### src/hw/ulms_defs.vh
// Constants shared by the serial-port status logic
`ifndef ULMS_DEFS_VH
`define ULMS_DEFS_VH
// ****************************************************************
// Register byte addresses
// ****************************************************************
`define ULMS_ADDR_U0_MODEM   32'hFFFF0718
`define ULMS_ADDR_U1_LINE    32'hFFFF0754
`define ULMS_ADDR_U1_MODEM   32'hFFFF0758
`define ULMS_ADDR_U1_CTRL    32'hFFFF075C
// ****************************************************************
// Reset values
// ****************************************************************
`define ULMS_RST_LINE        32'h000000E0
`define ULMS_RST_MODEM       32'h00000000
`define ULMS_RST_CTRL        8'h00
// ****************************************************************
// Line status field positions
// ****************************************************************
`define ULMS_LS_RXERR        11
`define ULMS_LS_TIMEOUT      10
`define ULMS_LS_TRIG         9
`define ULMS_LS_TXFULL       8
`define ULMS_LS_TXHALF       7
`define ULMS_LS_TRANSMITTER_IDLE         6
`define ULMS_LS_HOLDING_STAGE_EMPTY         5
`define ULMS_LS_BREAK        4
`define ULMS_LS_FRAME        3
`define ULMS_LS_PARITY       2
`define ULMS_LS_OVERRUN      1
`define ULMS_LS_READY        0
// ****************************************************************
// Modem status field positions
// ****************************************************************
`define ULMS_MS_DCD          7
`define ULMS_MS_RI           6
`define ULMS_MS_DSR          5
`define ULMS_MS_CTS          4
`define ULMS_MS_CARRIER_CHANGED         3
`define ULMS_MS_RING_TRAILING_EDGE         2
`define ULMS_MS_SET_READY_CHANGED         1
`define ULMS_MS_CLEAR_TO_SEND_CHANGED         0
// ****************************************************************
// Control register fields and timing counts (bit ticks)
// ****************************************************************
`define ULMS_CTRL_FIFO       0
`define ULMS_CTRL_TRIG_LO    5
`define ULMS_CTRL_TRIG_HI    7
`define ULMS_CHAR_BITS       10
`define ULMS_TIMEOUT_CHARS   4
`define ULMS_MAX_WORD_BITS   12
`endif

### src/hw/ulms_modem_delta.v
// Modem handshake status with change detection cleared on read
`timescale 1ns/1ps
`include "ulms_defs.vh"
module ulms_modem_delta
(
  input  wire       pclk,
  input  wire       presetn,
  input  wire       dcd,
  input  wire       ri,
  input  wire       dsr,
  input  wire       cts,
  input  wire       rd_clr,
  input  wire [3:0] clr_mask,
  output wire [7:0] status
);
  reg  [3:0] prev_ff;
  reg  [3:0] delta_ff;
  wire [3:0] cur;
  wire [3:0] chg;
  wire [3:0] nxt_delta;

  assign cur = {dcd, ri, dsr, cts};
  // Ring flags only the rising edge; the others any change
  assign chg = {prev_ff[3] ^ dcd,                      // RULE_15
                ~prev_ff[2] & ri,                      // RULE_16
                prev_ff[1] ^ dsr,                      // RULE_17
                prev_ff[0] ^ cts};                     // RULE_18
  // Only bits software actually saw are cleared; a new change wins
  assign nxt_delta = (delta_ff & ~({4{rd_clr}} & clr_mask)) | chg;

  always @(posedge pclk or negedge presetn)
  begin
    if (!presetn)
    begin
      prev_ff  <= 4'h0;
      delta_ff <= 4'h0;
    end
    else
    begin
      prev_ff  <= cur;
      delta_ff <= nxt_delta;
    end
  end

  assign status = {cur, delta_ff};                     // RULE_19
endmodule // ulms_modem_delta

### src/hw/ulms_rx_timeout.v
// Receive FIFO timeout: four character times without FIFO access
`timescale 1ns/1ps
`include "ulms_defs.vh"
module ulms_rx_timeout
#(
  parameter TICKS = `ULMS_TIMEOUT_CHARS * `ULMS_CHAR_BITS
)
(
  input  wire pclk,
  input  wire presetn,
  input  wire fifo_mode,
  input  wire bit_tick,
  input  wire rx_nonempty,
  input  wire rx_access,
  output wire timeout
);
  reg  [7:0] cnt_ff;
  reg        flag_ff;
  reg  [7:0] nxt_cnt;
  reg        nxt_flag;

  always @*
  begin
    nxt_cnt  = cnt_ff;
    nxt_flag = flag_ff;
    if (!fifo_mode || !rx_nonempty || rx_access)
    begin
      nxt_cnt  = 8'h00;
      nxt_flag = 1'b0;
    end
    else if (bit_tick && !flag_ff)
    begin
      nxt_cnt = cnt_ff + 8'h01;
      if (nxt_cnt == TICKS[7:0])
        nxt_flag = 1'b1;                               // RULE_02
    end
  end

  always @(posedge pclk or negedge presetn)
  begin
    if (!presetn)
    begin
      cnt_ff  <= 8'h00;
      flag_ff <= 1'b0;
    end
    else
    begin
      cnt_ff  <= nxt_cnt;
      flag_ff <= nxt_flag;
    end
  end

  assign timeout = flag_ff;
endmodule // ulms_rx_timeout

### src/hw/ulms_status.v
// Serial-port line and modem status registers behind an APB slave
// Operation
// RULE_01: Error summary bit 11 is parity or framing or break flag.
// RULE_02: FIFO mode: bit 10 sets after four idle character times with data queued.
// RULE_03: FIFO mode: bit 9 high while receive count exceeds trigger level.
// RULE_04: FIFO mode: bit 8 high while transmit FIFO is full.
// RULE_05: FIFO mode: bit 7 high while transmit FIFO holds eight or fewer.
// RULE_06: Bit 6 high only when holding stage or FIFO and shifter are empty.
// RULE_07: Bit 5 high when holding stage or FIFO is empty.
// RULE_08: Bit 4 sets when receive line stays low beyond longest character.
// RULE_09: Bit 3 sets on a bad stop bit, clears itself.
// RULE_10: Bit 2 sets on a parity failure, clears itself.
// RULE_11: Non-FIFO: bit 1 sets when unread data is overwritten.
// RULE_12: FIFO: overrun only when full and another character completes; it is not stored.
// RULE_13: Non-FIFO: bit 0 sets on received byte, clears on buffer read.
// RULE_14: FIFO: bit 0 high while any unread byte remains.
// RULE_15: Modem bit 3 flags a carrier-detect change since last read.
// RULE_16: Modem bit 2 flags ring rising edge since last read.
// RULE_17: Modem bit 1 flags a set-ready change since last read.
// RULE_18: Modem bit 0 flags a clear-to-send change since last read.
// RULE_19: Modem bits 7..4 show carrier, ring, set-ready, clear-to-send levels.
// RULE_20: FIFO-only flags read zero in non-FIFO mode; bit 7 is not gated and reads one there while eight or fewer are queued.
`timescale 1ns/1ps
`include "ulms_defs.vh"
module ulms_status
#(
  parameter RX_DEPTH = 16,
  parameter TX_DEPTH = 16,
  parameter TX_HALF  = 8,
  parameter CNT_W    = 5
)
(
  input  wire             pclk,
  input  wire             presetn,
  input  wire             psel,
  input  wire             penable,
  input  wire             pwrite,
  input  wire [31:0]      paddr,
  input  wire [31:0]      pwdata,
  output wire [31:0]      prdata,
  output wire             pready,
  output wire             pslverr,
  input  wire             serial_receive_input,
  input  wire             bit_tick,
  input  wire             rx_char_done,
  input  wire             rx_parity_bad,
  input  wire             rx_stop_bad,
  input  wire             receive_buffer_read,
  input  wire [CNT_W-1:0] rx_fifo_count,
  input  wire             rx_fifo_access,
  input  wire [CNT_W-1:0] tx_fifo_count,
  input  wire             tx_holding_full,
  input  wire             tx_shift_busy,
  input  wire             u0_dcd,
  input  wire             u0_ri,
  input  wire             u0_dsr,
  input  wire             u0_cts,
  input  wire             u1_dcd,
  input  wire             u1_ri,
  input  wire             u1_dsr,
  input  wire             u1_cts,
  output wire             fifo_mode,
  output wire [2:0]       rx_trigger_code,
  output wire             rx_store_block
);
  // ****************************************************************
  // Helpers
  // ****************************************************************
  function hit;
    input [31:0] a;
    input [31:0] b;
    begin
      hit = (a == b);
    end
  endfunction

  // Trigger level is two bytes per code step
  function [CNT_W-1:0] trig_thresh;
    input [2:0] code;
    begin
      trig_thresh = {{(CNT_W-4){1'b0}}, code, 1'b0};
    end
  endfunction

  localparam [CNT_W-1:0] RX_FULL_CNT = RX_DEPTH[CNT_W-1:0];
  localparam [CNT_W-1:0] TX_FULL_CNT = TX_DEPTH[CNT_W-1:0];
  localparam [CNT_W-1:0] TX_HALF_CNT = TX_HALF[CNT_W-1:0];
  localparam [CNT_W-1:0] CNT_ZERO    = {CNT_W{1'b0}};
  // One tick past the longest word, so a full-length character never trips it
  localparam integer     BREAK_TICKS_I = `ULMS_MAX_WORD_BITS + 1;
  localparam [4:0]       BREAK_TICKS = BREAK_TICKS_I[4:0];
  localparam [1:0]       SEL_NONE    = 2'h0;
  localparam [1:0]       SEL_LINE    = 2'h1;
  localparam [1:0]       SEL_M0      = 2'h2;
  localparam [1:0]       SEL_M1      = 2'h3;

  // ****************************************************************
  // State
  // ****************************************************************
  reg  [31:0] prdata_ff;
  reg         pready_ff;
  reg         pslverr_ff;
  reg  [1:0]  sel_ff;
  reg  [7:0]  ctrl_ff;
  reg         parity_ff;
  reg         frame_ff;
  reg         break_ff;
  reg         overrun_ff;
  reg         ready_ff;
  reg  [4:0]  low_cnt_ff;
  reg         low_seen_ff;
  reg         store_block_ff;
  reg  [31:0] nxt_prdata;
  reg  [1:0]  nxt_sel;
  reg         nxt_err;
  reg  [4:0]  nxt_low_cnt;
  reg         nxt_low_seen;
  reg         brk_set;

  wire        setup;
  wire        done;
  wire        rd_done;
  wire        line_clr;
  wire        fifo_on;
  wire        rx_full;
  wire        ovr_set;
  wire        timeout;
  wire        tx_empty;
  wire [11:0] line_now;
  wire [7:0]  m0_status;
  wire [7:0]  m1_status;

  assign setup   = psel & ~penable;
  assign done    = psel & penable & pready_ff;
  // A refused access clears no flag
  assign rd_done = done & ~pwrite & ~pslverr_ff;
  assign fifo_on = ctrl_ff[`ULMS_CTRL_FIFO];
  assign rx_full = (rx_fifo_count == RX_FULL_CNT);

  // ****************************************************************
  // Modem status, two ports
  // ****************************************************************
  ulms_modem_delta u_m0
  (
    .pclk     (pclk),
    .presetn  (presetn),
    .dcd      (u0_dcd),
    .ri       (u0_ri),
    .dsr      (u0_dsr),
    .cts      (u0_cts),
    .rd_clr   (rd_done & (sel_ff == SEL_M0)),
    .clr_mask (prdata_ff[3:0]),
    .status   (m0_status)
  );

  ulms_modem_delta u_m1
  (
    .pclk     (pclk),
    .presetn  (presetn),
    .dcd      (u1_dcd),
    .ri       (u1_ri),
    .dsr      (u1_dsr),
    .cts      (u1_cts),
    .rd_clr   (rd_done & (sel_ff == SEL_M1)),
    .clr_mask (prdata_ff[3:0]),
    .status   (m1_status)
  );

  ulms_rx_timeout u_tmo
  (
    .pclk        (pclk),
    .presetn     (presetn),
    .fifo_mode   (fifo_on),
    .bit_tick    (bit_tick),
    .rx_nonempty (rx_fifo_count != CNT_ZERO),
    .rx_access   (rx_fifo_access),
    .timeout     (timeout)
  );

  // ****************************************************************
  // Receive error flags
  // ****************************************************************
  // A read clears only the flags it returned, so nothing raised
  // between the data capture and the completion is lost
  assign line_clr = rd_done & (sel_ff == SEL_LINE);
  // Non-FIFO overrun needs unread data; FIFO overrun needs a full queue
  assign ovr_set  = rx_char_done & (fifo_on ? rx_full : ready_ff); // RULE_11 RULE_12

  always @*
  begin
    nxt_low_cnt  = low_cnt_ff;
    nxt_low_seen = low_seen_ff;
    brk_set      = 1'b0;
    if (serial_receive_input)
    begin
      nxt_low_cnt  = 5'h00;
      nxt_low_seen = 1'b0;
    end
    // One flag per low stretch; the count rests until the line goes high
    else if (bit_tick && !low_seen_ff)
    begin
      nxt_low_cnt = low_cnt_ff + 5'h01;
      if (nxt_low_cnt == BREAK_TICKS)
      begin
        brk_set      = 1'b1;                           // RULE_08
        nxt_low_seen = 1'b1;
      end
    end
  end

  always @(posedge pclk or negedge presetn)
  begin
    if (!presetn)
    begin
      parity_ff      <= 1'b0;
      frame_ff       <= 1'b0;
      break_ff       <= 1'b0;
      overrun_ff     <= 1'b0;
      ready_ff       <= 1'b0;
      low_cnt_ff     <= 5'h00;
      low_seen_ff    <= 1'b0;
      store_block_ff <= 1'b0;
    end
    else
    begin
      low_cnt_ff  <= nxt_low_cnt;
      low_seen_ff <= nxt_low_seen;
      parity_ff   <= (parity_ff & ~(line_clr & prdata_ff[`ULMS_LS_PARITY]))
                     | (rx_char_done & rx_parity_bad);            // RULE_10
      frame_ff    <= (frame_ff & ~(line_clr & prdata_ff[`ULMS_LS_FRAME]))
                     | (rx_char_done & rx_stop_bad);              // RULE_09
      break_ff    <= (break_ff & ~(line_clr & prdata_ff[`ULMS_LS_BREAK]))
                     | brk_set;                                   // RULE_08
      overrun_ff  <= (overrun_ff & ~(line_clr & prdata_ff[`ULMS_LS_OVERRUN]))
                     | ovr_set;                                   // RULE_11
      // Non-FIFO data ready: new byte wins over a same-cycle buffer read
      ready_ff    <= (ready_ff & ~receive_buffer_read)
                     | (rx_char_done & ~fifo_on);                 // RULE_13
      // Tells the datapath not to push into a full FIFO
      store_block_ff <= fifo_on & rx_full;                        // RULE_12
    end
  end

  // ****************************************************************
  // Transmit side
  // ****************************************************************
  // Holding stage or queue, whichever the mode uses, has nothing left
  assign tx_empty = fifo_on ? (tx_fifo_count == CNT_ZERO) : ~tx_holding_full;

  // ****************************************************************
  // Live line status
  // ****************************************************************
  assign line_now[`ULMS_LS_RXERR]   = parity_ff | frame_ff | break_ff;  // RULE_01
  assign line_now[`ULMS_LS_TIMEOUT] = fifo_on & timeout;                // RULE_02 RULE_20
  assign line_now[`ULMS_LS_TRIG]    = fifo_on &
    (rx_fifo_count > trig_thresh(ctrl_ff[`ULMS_CTRL_TRIG_HI:`ULMS_CTRL_TRIG_LO])); // RULE_03
  assign line_now[`ULMS_LS_TXFULL]  = fifo_on & (tx_fifo_count == TX_FULL_CNT);  // RULE_04
  // Half-empty stays ungated: the queue count is zero outside FIFO mode,
  // which keeps the reset image of the line register at 0xE0
  assign line_now[`ULMS_LS_TXHALF]  = (tx_fifo_count <= TX_HALF_CNT);            // RULE_05
  assign line_now[`ULMS_LS_TRANSMITTER_IDLE]    = ~tx_shift_busy & tx_empty;                 // RULE_06
  assign line_now[`ULMS_LS_HOLDING_STAGE_EMPTY]    = tx_empty;                                  // RULE_07
  assign line_now[`ULMS_LS_BREAK]   = break_ff;
  assign line_now[`ULMS_LS_FRAME]   = frame_ff;
  assign line_now[`ULMS_LS_PARITY]  = parity_ff;
  assign line_now[`ULMS_LS_OVERRUN] = overrun_ff;
  assign line_now[`ULMS_LS_READY]   =
    fifo_on ? (rx_fifo_count != CNT_ZERO) : ready_ff;                            // RULE_13 RULE_14

  // ****************************************************************
  // APB slave: one wait-free access phase, data captured at setup
  // ****************************************************************
  always @*
  begin
    nxt_prdata = 32'h00000000;
    nxt_sel    = SEL_NONE;
    nxt_err    = 1'b0;
    if (hit(paddr, `ULMS_ADDR_U1_LINE))
    begin
      nxt_sel    = SEL_LINE;
      nxt_prdata = {20'h00000, line_now};
      nxt_err    = pwrite;
    end
    else if (hit(paddr, `ULMS_ADDR_U0_MODEM))
    begin
      nxt_sel    = SEL_M0;
      nxt_prdata = {24'h000000, m0_status};
      nxt_err    = pwrite;
    end
    else if (hit(paddr, `ULMS_ADDR_U1_MODEM))
    begin
      nxt_sel    = SEL_M1;
      nxt_prdata = {24'h000000, m1_status};
      nxt_err    = pwrite;
    end
    else if (hit(paddr, `ULMS_ADDR_U1_CTRL))
      nxt_prdata = {24'h000000, ctrl_ff};
    else
      nxt_err = 1'b1;
    // Writes return no data, so nothing stale is left on the read bus
    if (pwrite)
      nxt_prdata = 32'h00000000;
  end

  always @(posedge pclk or negedge presetn)
  begin
    if (!presetn)
    begin
      prdata_ff  <= 32'h00000000;
      pready_ff  <= 1'b0;
      pslverr_ff <= 1'b0;
      sel_ff     <= SEL_NONE;
      ctrl_ff    <= `ULMS_RST_CTRL;
    end
    else
    begin
      // Zero wait states: the answer always follows the setup cycle
      pready_ff <= setup;
      if (setup)
      begin
        prdata_ff  <= nxt_prdata;
        pslverr_ff <= nxt_err;
        sel_ff     <= nxt_sel;
      end
      else if (done)
      begin
        pslverr_ff <= 1'b0;
        sel_ff     <= SEL_NONE;
      end
      // Control write lands only at the completing edge
      if (done && pwrite && !pslverr_ff && hit(paddr, `ULMS_ADDR_U1_CTRL))
        ctrl_ff <= pwdata[7:0];
    end
  end

  assign prdata          = prdata_ff;
  assign pready          = pready_ff;
  assign pslverr         = pslverr_ff;
  assign fifo_mode       = ctrl_ff[`ULMS_CTRL_FIFO];
  assign rx_trigger_code = ctrl_ff[`ULMS_CTRL_TRIG_HI:`ULMS_CTRL_TRIG_LO];
  assign rx_store_block  = store_block_ff;
endmodule // ulms_status

### config.mk
export PLATFORM = sky130hd
export DESIGN_NAME = ulms_status
export DESIGN_NICKNAME = d
export VERILOG_FILES = /design/src/hw/ulms_modem_delta.v /design/src/hw/ulms_rx_timeout.v /design/src/hw/ulms_status.v
export VERILOG_INCLUDE_DIRS = /design/src /design/src/hw
export SDC_FILE = /design/constraint.sdc
export NUM_CORES = 1
export LEC_CHECK = 0
export BUFFER_PORTS_ARGS = -buffer_cell sky130_fd_sc_hd__buf_2
export CORE_ASPECT_RATIO = 1.25
export CORE_MARGIN = 3
export CORE_UTILIZATION = 52
export DETAILED_ROUTE_END_ITERATION = 8
export PLACE_DENSITY_LB_ADDON = 0.08
export SYNTH_ARGS = -nofsm -noshare
export SYNTH_HDL_FRONTEND = slang
export SYNTH_SLANG_ARGS = --single-unit
### constraint.sdc
create_clock -name pclk -period 4.1 [get_ports pclk]
set_input_delay 0.41 -clock pclk [delete_from_list [all_inputs] [get_ports pclk]]
set_output_delay 0.41 -clock pclk [all_outputs]
set_load 0.02 [all_outputs]
## After elaboration in Yosys (flattened, before gate mapping)

Cells that the tools add are included.

| word-level totals | value |
|---|---|
| bits in registers | 81 |
| bits of input ports | 96 |

| cells by class | value |
|---|---|
| magnitude comparators | 2 |
| $add $sub $neg | 2 |
| equality and inequality tests | 11 |
| multiplexer cells | 32 |
| reduce and logical (&&, ||, !) cells | 21 |
| bitwise logic cells | 62 |

Operator list:

| kind | number |
|---|---|
| $eq A32 B32 Y1 const B | 4 |
| $mux W8 | 5 |
| $mux W32 | 1 |
| $and A1 B1 Y1 | 28 |
| $mux W1 | 18 |
| $and A4 B4 Y4 | 4 |
| $not A1 Y1 | 13 |
| $mux W12 | 1 |
| $eq A5 B5 Y1 const B | 2 |
| $mux W2 | 5 |
| $mux W5 | 2 |
| $reduce_bool A2 Y1 | 5 |
| $add A8 B1 Y8 const B | 1 |
| $eq A8 B6 Y1 const B | 1 |
| $not A4 Y4 | 2 |
| $or A4 B4 Y4 | 2 |
| $or A1 B1 Y1 | 7 |
| $xor A1 B1 Y1 | 6 |
| $add A5 B1 Y5 const B | 1 |
| $eq A5 B4 Y1 const B | 1 |
| $gt A5 B4 Y1 | 1 |
| $le A5 B4 Y1 const B | 1 |
| $logic_and A1 B1 Y1 | 5 |
| $logic_not A1 Y1 | 5 |
| other kinds (6) | 9 |

## Longest topological paths before layout

Gate-level depths: netlist (run 1).

| logic depth | value |
|---|---|
| word-level depth | 9 |
| gate-level depth with buffers | 7 |
| depth with buffers taken out | 7 |

## Modules after synthesis

Synthesis (run 1) repeated with hierarchy kept, for this count alone.

| unflattened totals | value |
|---|---|
| cells, all modules | 331 |
| area, all modules | 3,344.5 um^2 |

Modules (own cells, without submodules):

| module | cells an instance | instances | area an instance (um^2) |
|---|---|---|---|
| ulms_status | 227 | 1 | 2,195.9 |
| ulms_modem_delta | 24 | 2 | 306.5 |
| ulms_rx_timeout | 56 | 1 | 535.5 |

## Least setup slack after synthesis (run 1)

No wires, ideal clock.

| timing path | value |
|---|---|
| kind | input -> register |
| start point | input port paddr[5] |
| end point | register ctrl_ff[0] |
| arrival | 2.243 ns |
| library setup time | 0.125 ns |
| path slack | 1.732 ns |
| stages | 6 |
| cell sequence | nand2b_1 -> or4_1 -> clkbuf_2 -> or3_4 -> nor4_4 -> mux2_2 |

| on the way | value |
|---|---|
| word-level cells in the longest chain between the ends | 2 |

RTL lines:

| element | line | text |
|---|---|---|
| start: declaration | ulms_status.v:38 | `input wire [31:0] paddr,` |
| $eq A32 B32 Y1 | ulms_status.v:73 | `hit = (a == b);` |
| $logic_and A1 B1 Y1 | ulms_status.v:331 | `` if (done && pwrite && !pslverr_ff && hit(paddr, `ULMS_ADDR_U1_CTRL)) `` |
| end signal: assignment | ulms_status.v:313 | `` ctrl_ff <= `ULMS_RST_CTRL; `` |
| end signal: assignment | ulms_status.v:332 | `ctrl_ff <= pwdata[7:0];` |
| end: declaration | ulms_status.v:104 | `reg [7:0] ctrl_ff;` |

Every way passes these cells.
A chain may end at the register's enable or synchronous reset.

## Worst setup path after layout (run 1)

| timing path | value |
|---|---|
| start point | input port paddr[5] |
| end point | register ctrl_ff[3] |

The elaborated chain is that of the path after synthesis.

==> impl_metrics.csv, run 1 <==
group,metric,value,unit
timing,slew_viol_final,0,
placement,gp_congestion,0.8261,
drt,drtIter0Drc,131,
synthesis,synth_cells,326,
clocking,clockBufferDepth,2,
synthesis,synth_ff_type,"dfrtp_1",
synthesis,synth_mux_area_share,5.094,%
pwr,p_sw,0.3140,mW
die,core_area,5934,µm²
grt,grt_max_degree,40,
timing,clock.fmax,0.4111,GHz
die,die_w,76.90,µm
synthesis,syn_avg_cell_area,10.02,µm²
final_layout,num-nets-final,517,
die,initial_core_util,55.05,%
synthesis,synth_edf_count,0,
worst_setup_path,cp-start-kind,"input port",
synthesis,synthSimpleGateAreaFrac,19.26,%
placement,dpl.cell_count,486,
clocking,cts_hold_buf,0,
worst_setup_path,crit_type,"in -> reg",
grt,grtUsageTotal,22.59,%
synthesis,synth_top_family_by_area,"simple AND/OR/NAND/NOR gates",
drt,drt-total-wl,7719,µm
timing,period_minus_slack,2433,ps
die,die_h,94.62,µm
drt,dr_wl_met3,412,µm
die,dieArea,7276,µm²
drt,drc_errors,0,
synthesis,ys_seq_area_share,46.73,%
placement,hpwl,5912,µm
final_layout,diodes,0,
synthesis,netlist_area,3267,µm²
pwr,ir_worst_vdd,0.2607,mV
timing,clock_skew,7.752,ps
synthesis,synthArstFlopShare,100.0,%
timing,hold_viol,0,
synthesis,yosysWarningCount,0,
final_layout,final_common_cell,"buf_2",
timing,fin_tns_setup,0,ps
clocking,clock-sinks,61,
pwr,clkPwrFrac,41.9,%
clocking,cts_tree,"yes",
clocking,cts_root_buf,"clkbuf_8",
worst_setup_path,critPathArrivalTime,2650,ps
final_layout,drive_above_1_share,30.07,%
grt,grt_pass1_wl,12680,µm
run_status,outcome,"completed",
final_layout,final_cell_mix,"90 x buf_2, 61 x dfrtp_1, 38 x nand2_1",
timing,relSlewSlack,41.02,%
clocking,cts.htree.levels,3,
pwr,p_per_area,330.7,nW/µm²
synthesis,ys_ff_latch,61,
grt,grt_pass1_vias,2616,
clocking,clk_latency,330,ps
pwr,comb_power_share,10.0,%
grt,overflow,0,
grt,antenna_found_initial,0,
clocking,cts_resized,0,
drt,vias_per_cell,5.331,
timing,rsz0062_at_grt,"no",
synthesis,synth-compound-area-share,12.68,%
pwr,p_seq_share,48.0,%
worst_setup_path,end_kind,"flop",
pwr,internal-power,0.9680,mW
die,ios,135,
placement,portBuffers,90,
drt,ant_nets,0,
drt,met2_length,4066,µm
drt,wire_per_inst,15.41,µm
worst_setup_path,critPathRequiredTime,4320,ps
final_layout,area_growth,18.65,%
timing,setup_viol,0,
drt,drt-met1-wl,3109,µm
clocking,numCtsBuffers,9,
synthesis,synth_cell_types,48,
final_layout,fin_cells,501,
drt,first_pass_iters,4,
synthesis,synth_xor_area_share,5.094,%
synthesis,synth_adder_area_share,2.298,%
job,maxCapViolations,0,
worst_setup_path,cp_max_fo,8,
clocking,cts_setup_buffers,0,
timing,worst_slew_pin_slew,872.4,ps
drt,highest_layer,"met4",
timing,period_share,59.33,%
die,fp-row-count,31,
min_path,hold_path.class,"in -> async",
clocking,clk_pin_slew,70,ps
drt,num_vias,2671,
pwr,p_sw_share,24.49,%
pwr,power.leakage,1.882,nW
==> state kept, by name (all words and copies together), names as in the netlist <==
register and flops:
pslverr 1, overrun_ff 1, prdata 12, low_seen_ff 1, u_tmo.cnt_ff 8, u_m1.prev_ff 4
break_ff 1, u_tmo.timeout 1, sel_ff 2, pready 1, u_m0.prev_ff 4, ready_ff 1
frame_ff 1, low_cnt_ff 5, parity_ff 1, rx_store_block 1, u_m1.delta_ff 4, u_m0.delta_ff 4
ctrl_ff 8
==> final timing paths <==
path | startpoint | end | slack [ps] | depth (start not counted)
max in group asynchronous | presetn | low_cnt_ff[1] | 3080 | 2
min | presetn | pslverr | 190 | 1
min reg2reg | prdata[7] | prdata[7] | 470 | 1
max reg2reg | pslverr | u_m0.delta_ff[1] | 2110 | 4
min in group pclk | u1_cts | u_m1.prev_ff[0] | 220 | 1
max | paddr[5] | ctrl_ff[3] | 1670 | 6
==> cell usage after synthesis (2+ instances only) <==
library cell | n | area (µm²)
mux2i_1 | 2 | 20.02
inv_1 | 17 | 63.81
clkbuf_1 | 6 | 22.52
and3_1 | 5 | 31.28
nor3_1 | 5 | 25.02
a21o_1 | 8 | 60.06
o21ai_0 | 15 | 75.07
nand4b_1 | 3 | 26.28
a2bb2oi_1 | 5 | 43.79
nand4bb_1 | 2 | 22.52
a31oi_1 | 3 | 18.77
and4_1 | 2 | 17.52
a22o_1 | 8 | 70.07
nor4_1 | 4 | 25.02
o31ai_1 | 3 | 22.52
nand2_1 | 38 | 142.6
nor2_1 | 22 | 82.58
a211oi_1 | 2 | 15.01
a21oi_1 | 6 | 30.03
xor2_1 | 17 | 148.9
buf_4 | 23 | 172.7
a22oi_1 | 5 | 37.54
nor4b_1 | 2 | 17.52
nand2b_1 | 6 | 37.54
ha_1 | 6 | 75.07
nand4_1 | 9 | 56.30
o41ai_1 | 2 | 17.52
nand3_1 | 3 | 15.01
dfrtp_1 | 61 | 1526
nor2b_1 | 4 | 25.02
xnor2_1 | 2 | 17.52
mux2_2 | 13 | 146.4
nor4_4 | 2 | 42.54
==> final cells by class <==
cell class	count	area [µm²]
fillers	546	2058
flip-flops and latches	61	1526
multi-input cells	235	1526
repair buffers	91	457.9
clock buffers	11	151.4
well taps	82	102.6
inverters	17	63.81
clock inverters	4	47.55
==> stage by stage <==
| stage | setup WS [ps] | power [mW] | hold WS (ps) | util [%] | instance area (µm²) |
|---|---|---|---|---|---|
| after floorplan | 1732 | 0.7073 | 114.4 | - | 3338 |
| after global placement | 1305 | 0.7535 | 456.5 | 61.97 | 3677 |
| after detailed placement | 1293 | 0.7556 | 460.4 | 61.97 | 3677 |
| after CTS | 1651 | 1.292 | 205.1 | 65.32 | 3876 |
| after global routing | 1601 | 1.338 | 202.1 | 65.32 | 3876 |
| final | 1667 | 1.282 | 193.9 | 65.32 | 3876 |
==> routing by layer <==
layer / global-route usage, % / vias up
met1: 26.60 / 1301
met4: 8.157 / 0
met2: 39.97 / 79
li1: - / 1283
met3: 5.725 / 8
met5: 0 / -
==> power by group through the flow <==
stage	Sequential (mW)	Clock (mW)	Combinational, mW
floorplan	0.628	0	0.0789
global placement	0.627	0	0.127
detailed placement	0.627	0	0.129
CTS	0.616	0.547	0.129
global route	0.617	0.578	0.144
finish	0.616	0.538	0.128
==> critical path, cell delays in order <==
cell and delay, ps:
buf_2 90, nand2b_1 130, or4_1 560, or3_4 430, nor4_4 620, mux2_2 410
==> cells by family after synthesis <==
kind of cell	count (synthesis)
and+or+nand+nor	115
DFF	61
AOI/OAI and AO/OA	60
buffers and inverters	49
xor gates and xnor gates	19
muxes	15
adders and majority gates	6
other	1
No activity file was read; power rests on OpenSTA's default activity.
==> inputs of run 2 (changes only) <==
- CORE_UTILIZATION: 52 -> 44
- clock period: 4.1 -> 2 ns (I/O delays scaled with it)
==> impl_metrics.csv, run 2 (synthesis gave the netlist of run 1 again) <==
group,metric,value,unit
worst_setup_path,r2r_cells,4,
timing,hold_viol,0,
timing,rsz0062_at_grt,"no",
placement,dpl.cell_count,510,
drt,ant_nets,0,
final_layout,fin_cells,528,
drt,wire_per_inst,15.43,µm
grt,grt_pass1_vias,2793,
pwr,ir_worst_vdd,0.3113,mV
pwr,internal-power,2.033,mW
worst_setup_path,critPathArrivalTime,2030,ps
timing,clock.fmax,0.5518,GHz
timing,setup_viol,0,
min_path,hold_path_startpoint,"u1_dcd",
worst_setup_path,cp_max_fo,4,
clocking,cts_hold_buf,4,
die,fp-row-count,34,
drt,drt-total-wl,8146,µm
die,die_h,102.3,µm
final_layout,largest_reg_flops,12,
clocking,cts_tree,"yes",
drt,drc_errors,0,
worst_setup_path,worstReg2RegEnd,"ctrl_ff[2]",
worst_setup_path,crit_type,"in -> reg",
clocking,numCtsBuffers,9,
pwr,comb_power_share,10.7,%
pwr,p_per_area,653.8,nW/µm²
worst_setup_path,cp-start-kind,"input port",
min_path,min_to,"u_m1.prev_ff[3]",
placement,hpwl,6289,µm
die,initial_core_util,45.98,%
final_layout,final_cell_mix,"90 x buf_2, 61 x dfrtp_1, 38 x nand2_1",
worst_setup_path,rrSetupSlack,260,ps
placement,place_area,3820,µm²
timing,slew_viol_final,0,
drt,vias_per_cell,5.110,
die,dieArea,8501,µm²
grt,grt_max_degree,62,
worst_setup_path,slowest_stage,"or4_1",
grt,grt_pass1_wl,13310,µm
clocking,cts.htree.levels,3,
drt,drtIter0Drc,84,
grt,grtUsageTotal,19.98,%
worst_setup_path,slowest_delay,490,ps
pwr,p_sw_share,23.39,%
die,ios,135,
grt,antenna_found_initial,0,
final_layout,num-nets-final,537,
final_layout,stdcell_area,4059,µm²
run_status,outcome,"completed",
final_layout,drive_above_1_share,31.96,%
clocking,cts_root_buf,"clkbuf_8",
worst_setup_path,critPathRequiredTime,2220,ps
die,core_area,7104,µm²
worst_setup_path,r2r_start,"pslverr",
final_layout,final_common_cell,"buf_2",
clocking,cts_setup_buffers,0,
drt,num_vias,2698,
pwr,p_seq_share,47.6,%
timing,period_share,90.61,%
placement,portBuffers,90,
clocking,cts_resized,0,
clocking,clockBufferDepth,2,
worst_setup_path,end_kind,"flop",
min_path,hold_path.class,"in -> reg",
final_layout,area_growth,24.24,%
pwr,p_sw,0.6206,mW
timing,period_minus_slack,1812,ps
drt,first_pass_iters,4,
clocking,clk_latency,330,ps
clocking,clock-sinks,61,
grt,overflow,0,
clocking,clk_pin_slew,60,ps
worst_setup_path,path_cells,"buf_2 -> nand2b_1 -> or4_1 -> or3_4 -> nor4_4 -> buf_4 -> mux2_2",
timing,clock_skew,3.090,ps
die,die_w,83.07,µm
pwr,clkPwrFrac,41.7,%
placement,gp_congestion,0.8053,
min_path,hold_depth,1,
final_layout,diodes,0,
pwr,power.leakage,1.982,nW
job,maxCapViolations,0,
[run 2: changes by cell type in the layout (fill, tap and decap cells not counted), sizes merged]
cell,before,now
clkinvlp,1,0
clkinv,2,0
clkbuf,11,13
dlygate4sd3,0,4
buf,91,107
[run 2: metal layers]
| layer | GRT usage (%) | part of all wire, % | vias to the layer above |
|---|---|---|---|
| met2 | 35.00 | 52 | 71 |
| met4 | 9.434 | 1.5 | 0 |
| li1 | - | - | 1319 |
| met1 | 23.54 | 41 | 1297 |
| met5 | 0 | 0 | - |
| met3 | 4.355 | 5.4 | 11 |
[run 2: worst max path at each step]
stage	start	end	slack, ps	cells past startpoint
finish	paddr[5]	ctrl_ff[2]	190	7
global route	paddr[5]	ctrl_ff[1]	120	7
CTS	paddr[5]	ctrl_ff[3]	170	7
detailed placement	paddr[5]	ctrl_ff[3]	-180	7
global placement	paddr[5]	ctrl_ff[4]	-180	7
floorplan	paddr[5]	ctrl_ff[0]	-80	6
[run 2: critical path: cells and delay by family]
family                 cells  cell delay (ps)
buffers and inverters      2              290
multiplexers               1              330
AND/OR/NAND/NOR            4             1210
[run 2: area by class of cell]
cell class	count	area (µm²)
Clock buffer	13	168.9
Clock inverter	1	30.03
Fill cell	645	3045
Inverter	17	63.81
Multi-Input combinational cell	235	1526
Sequential cell	61	1526
Tap cell	90	112.6
Timing Repair Buffer	111	630.6
[run 2: stage by stage]
step	setup slack, ps	TNS, ps	total power [mW]	utilization (%)	hold WS [ps]
after floorplan	-83.71	-669.7	1.450	-	-95.59
after global placement	-178.4	-1614	1.563	53.77	237.9
after detailed placement	-181.9	-1708	1.567	53.77	245.4
after CTS	170.4	0	2.688	57.13	2.775
after global routing	117.7	0	2.776	57.13	5.483
final	187.7	0	2.654	57.13	15.02
[run 2: power by group through the flow]
stage                     Combinational (mW)  Clock, mW  Sequential [mW]
after CTS                              0.289       1.14             1.26
after global placement                 0.278          0             1.28
after global routing                   0.318       1.19             1.26
final                                  0.283       1.11             1.26
after detailed placement               0.281          0             1.29
after floorplan                        0.162          0             1.29
==> inputs of run 3 (changes only) <==
- REMOVE_ABC_BUFFERS: default -> 1
==> impl_metrics.csv, run 3 (synthesis gave the netlist of run 1 again) <==
group,metric,value,unit
run_status,outcome,"completed",
placement,gp_congestion,0.8262,
worst_setup_path,critPathRequiredTime,2260,ps
clocking,cts_tree,"yes",
die,dieArea,8501,µm²
worst_setup_path,crit_type,"in -> reg",
drt,ant_nets,0,
worst_setup_path,cp_max_fo,6,
timing,period_minus_slack,1861,ps
clocking,numCtsBuffers,9,
min_path,hold_path_startpoint,"u0_dsr",
clocking,clock-sinks,61,
final_layout,final_cell_mix,"90 x buf_2, 61 x dfrtp_1, 38 x nand2_1",
final_layout,area_growth,24.70,%
worst_setup_path,cp-start-kind,"input port",
final_layout,drive_above_1_share,32.43,%
timing,rsz0062_at_grt,"no",
drt,drc_errors,0,
die,core_area,7104,µm²
job,maxCapViolations,0,
min_path,min_to,"u_m0.prev_ff[1]",
final_layout,final_common_cell,"buf_2",
worst_setup_path,end_kind,"flop",
min_path,hold_path.class,"in -> reg",
final_layout,stdcell_area,4074,µm²
die,fp-row-count,34,
timing,slew_viol_final,0,
min_path,hold_depth,1,
placement,portBuffers,90,
drt,drtIter0Drc,121,
pwr,ir_worst_vdd,0.3538,mV
placement,place_area,3827,µm²
clocking,cts_root_buf,"clkbuf_8",
drt,wire_per_inst,15.43,µm
drt,drt-total-wl,8239,µm
worst_setup_path,r2r_cells,4,
die,initial_core_util,45.98,%
die,ios,135,
worst_setup_path,critPathArrivalTime,2120,ps
timing,setup_viol,0,
clocking,cts_setup_buffers,0,
drt,vias_per_cell,5.191,
drt,num_vias,2772,
final_layout,diodes,0,
timing,clock_skew,12.87,ps
clocking,cts_resized,0,
timing,fin_tns_setup,0,ps
grt,grt_max_degree,62,
die,die_w,83.07,µm
die,die_h,102.3,µm
timing,clock.fmax,0.5374,GHz
final_layout,largest_reg_flops,12,
clocking,clk_pin_slew,70,ps
clocking,clk_latency,340,ps
clocking,clockBufferDepth,2,
worst_setup_path,rrSetupSlack,260,ps
pwr,p_per_area,620.4,nW/µm²
placement,hpwl,6292,µm
final_layout,num-nets-final,541,
timing,period_share,93.05,%
pwr,report.power.total,2.527,mW
grt,grt_pass1_wl,13520,µm
grt,overflow,0,
grt,antenna_found_initial,0,
drt,first_pass_iters,4,
clocking,cts.htree.levels,3,
grt,grtUsageTotal,20.24,%
timing,hold_viol,0,
worst_setup_path,r2r_start,"pslverr",
worst_setup_path,worstReg2RegEnd,"ctrl_ff[4]",
grt,grt_pass1_vias,2823,
pwr,power.leakage,1.986,nW
run 3: changes by cell type in the layout (fill, tap and decap cells not counted), moves of 2 or more:
cell | before | now
clkinv_2 | 0 | 3
clkbuf_8 | 12 | 10
clkinvlp_4 | 0 | 2
dlygate4sd3_1 | 4 | 7
run 3: timing repair:
action | 4_1_cts | 5_1_grt
hold buffers | 7 | 0
endpoints found under the hold margin | 67 | 0
setup endpoints to repair | 0 | 0
run 3: worst max path at each step:
stage	start	to	slack [ps]	cells after the start
after floorplan	paddr[5]	ctrl_ff[0]	-160	5
after CTS	paddr[5]	prdata[9]	160	7
after global placement	paddr[5]	ctrl_ff[4]	-170	7
final	paddr[5]	prdata[9]	140	7
after global routing	paddr[5]	prdata[10]	70	7
after detailed placement	paddr[5]	prdata[9]	-200	7
run 3: power by group:
part           switching (mW)  total [mW]  internal [mW]
registers              0.0114        1.26           1.25
logic                   0.169       0.292          0.122
clock network           0.496       0.974          0.478
total                   0.677        2.53           1.85
run 3: per-layer routing:
layer | wire (µm) | global-route usage (%) | up-vias | part of all wire, %
li1 | - | - | 1329 | -
met3 | 507 | 3.710 | 15 | 6.2
met1 | 3501 | 24.37 | 1328 | 42
met4 | 162 | 8.805 | 0 | 2.0
met5 | 0 | 0 | - | 0
met2 | 4068 | 35.74 | 100 | 49
run 3: final cells by class:
cell class / count / area, µm²
Fill cell: 673 / 3030
Sequential cell: 61 / 1526
Multi-Input combinational cell: 235 / 1526
Timing Repair Buffer: 115 / 668.1
Clock buffer: 10 / 137.6
Tap cell: 90 / 112.6
Inverter: 17 / 63.81
Clock inverter: 6 / 38.79
run 3: metrics by stage:
stage	std cells	utilization, %	hold slack (ps)	setup WS [ps]
finish	534	57.34	15.34	139.1
global route	534	57.34	6.391	70.15
CTS	534	57.34	1.413	161.8
detailed placement	511	53.87	236.5	-195.9
global placement	511	53.87	240.3	-167.5
floorplan	313	-	-95.59	-156.3
run 3: worst max-delay path: stages:
cell and delay [ps]:
buf_2 90, nand2b_1 140, or4_1 450, buf_4 190, or3_2 460, or3_1 410
o21ai_0 180
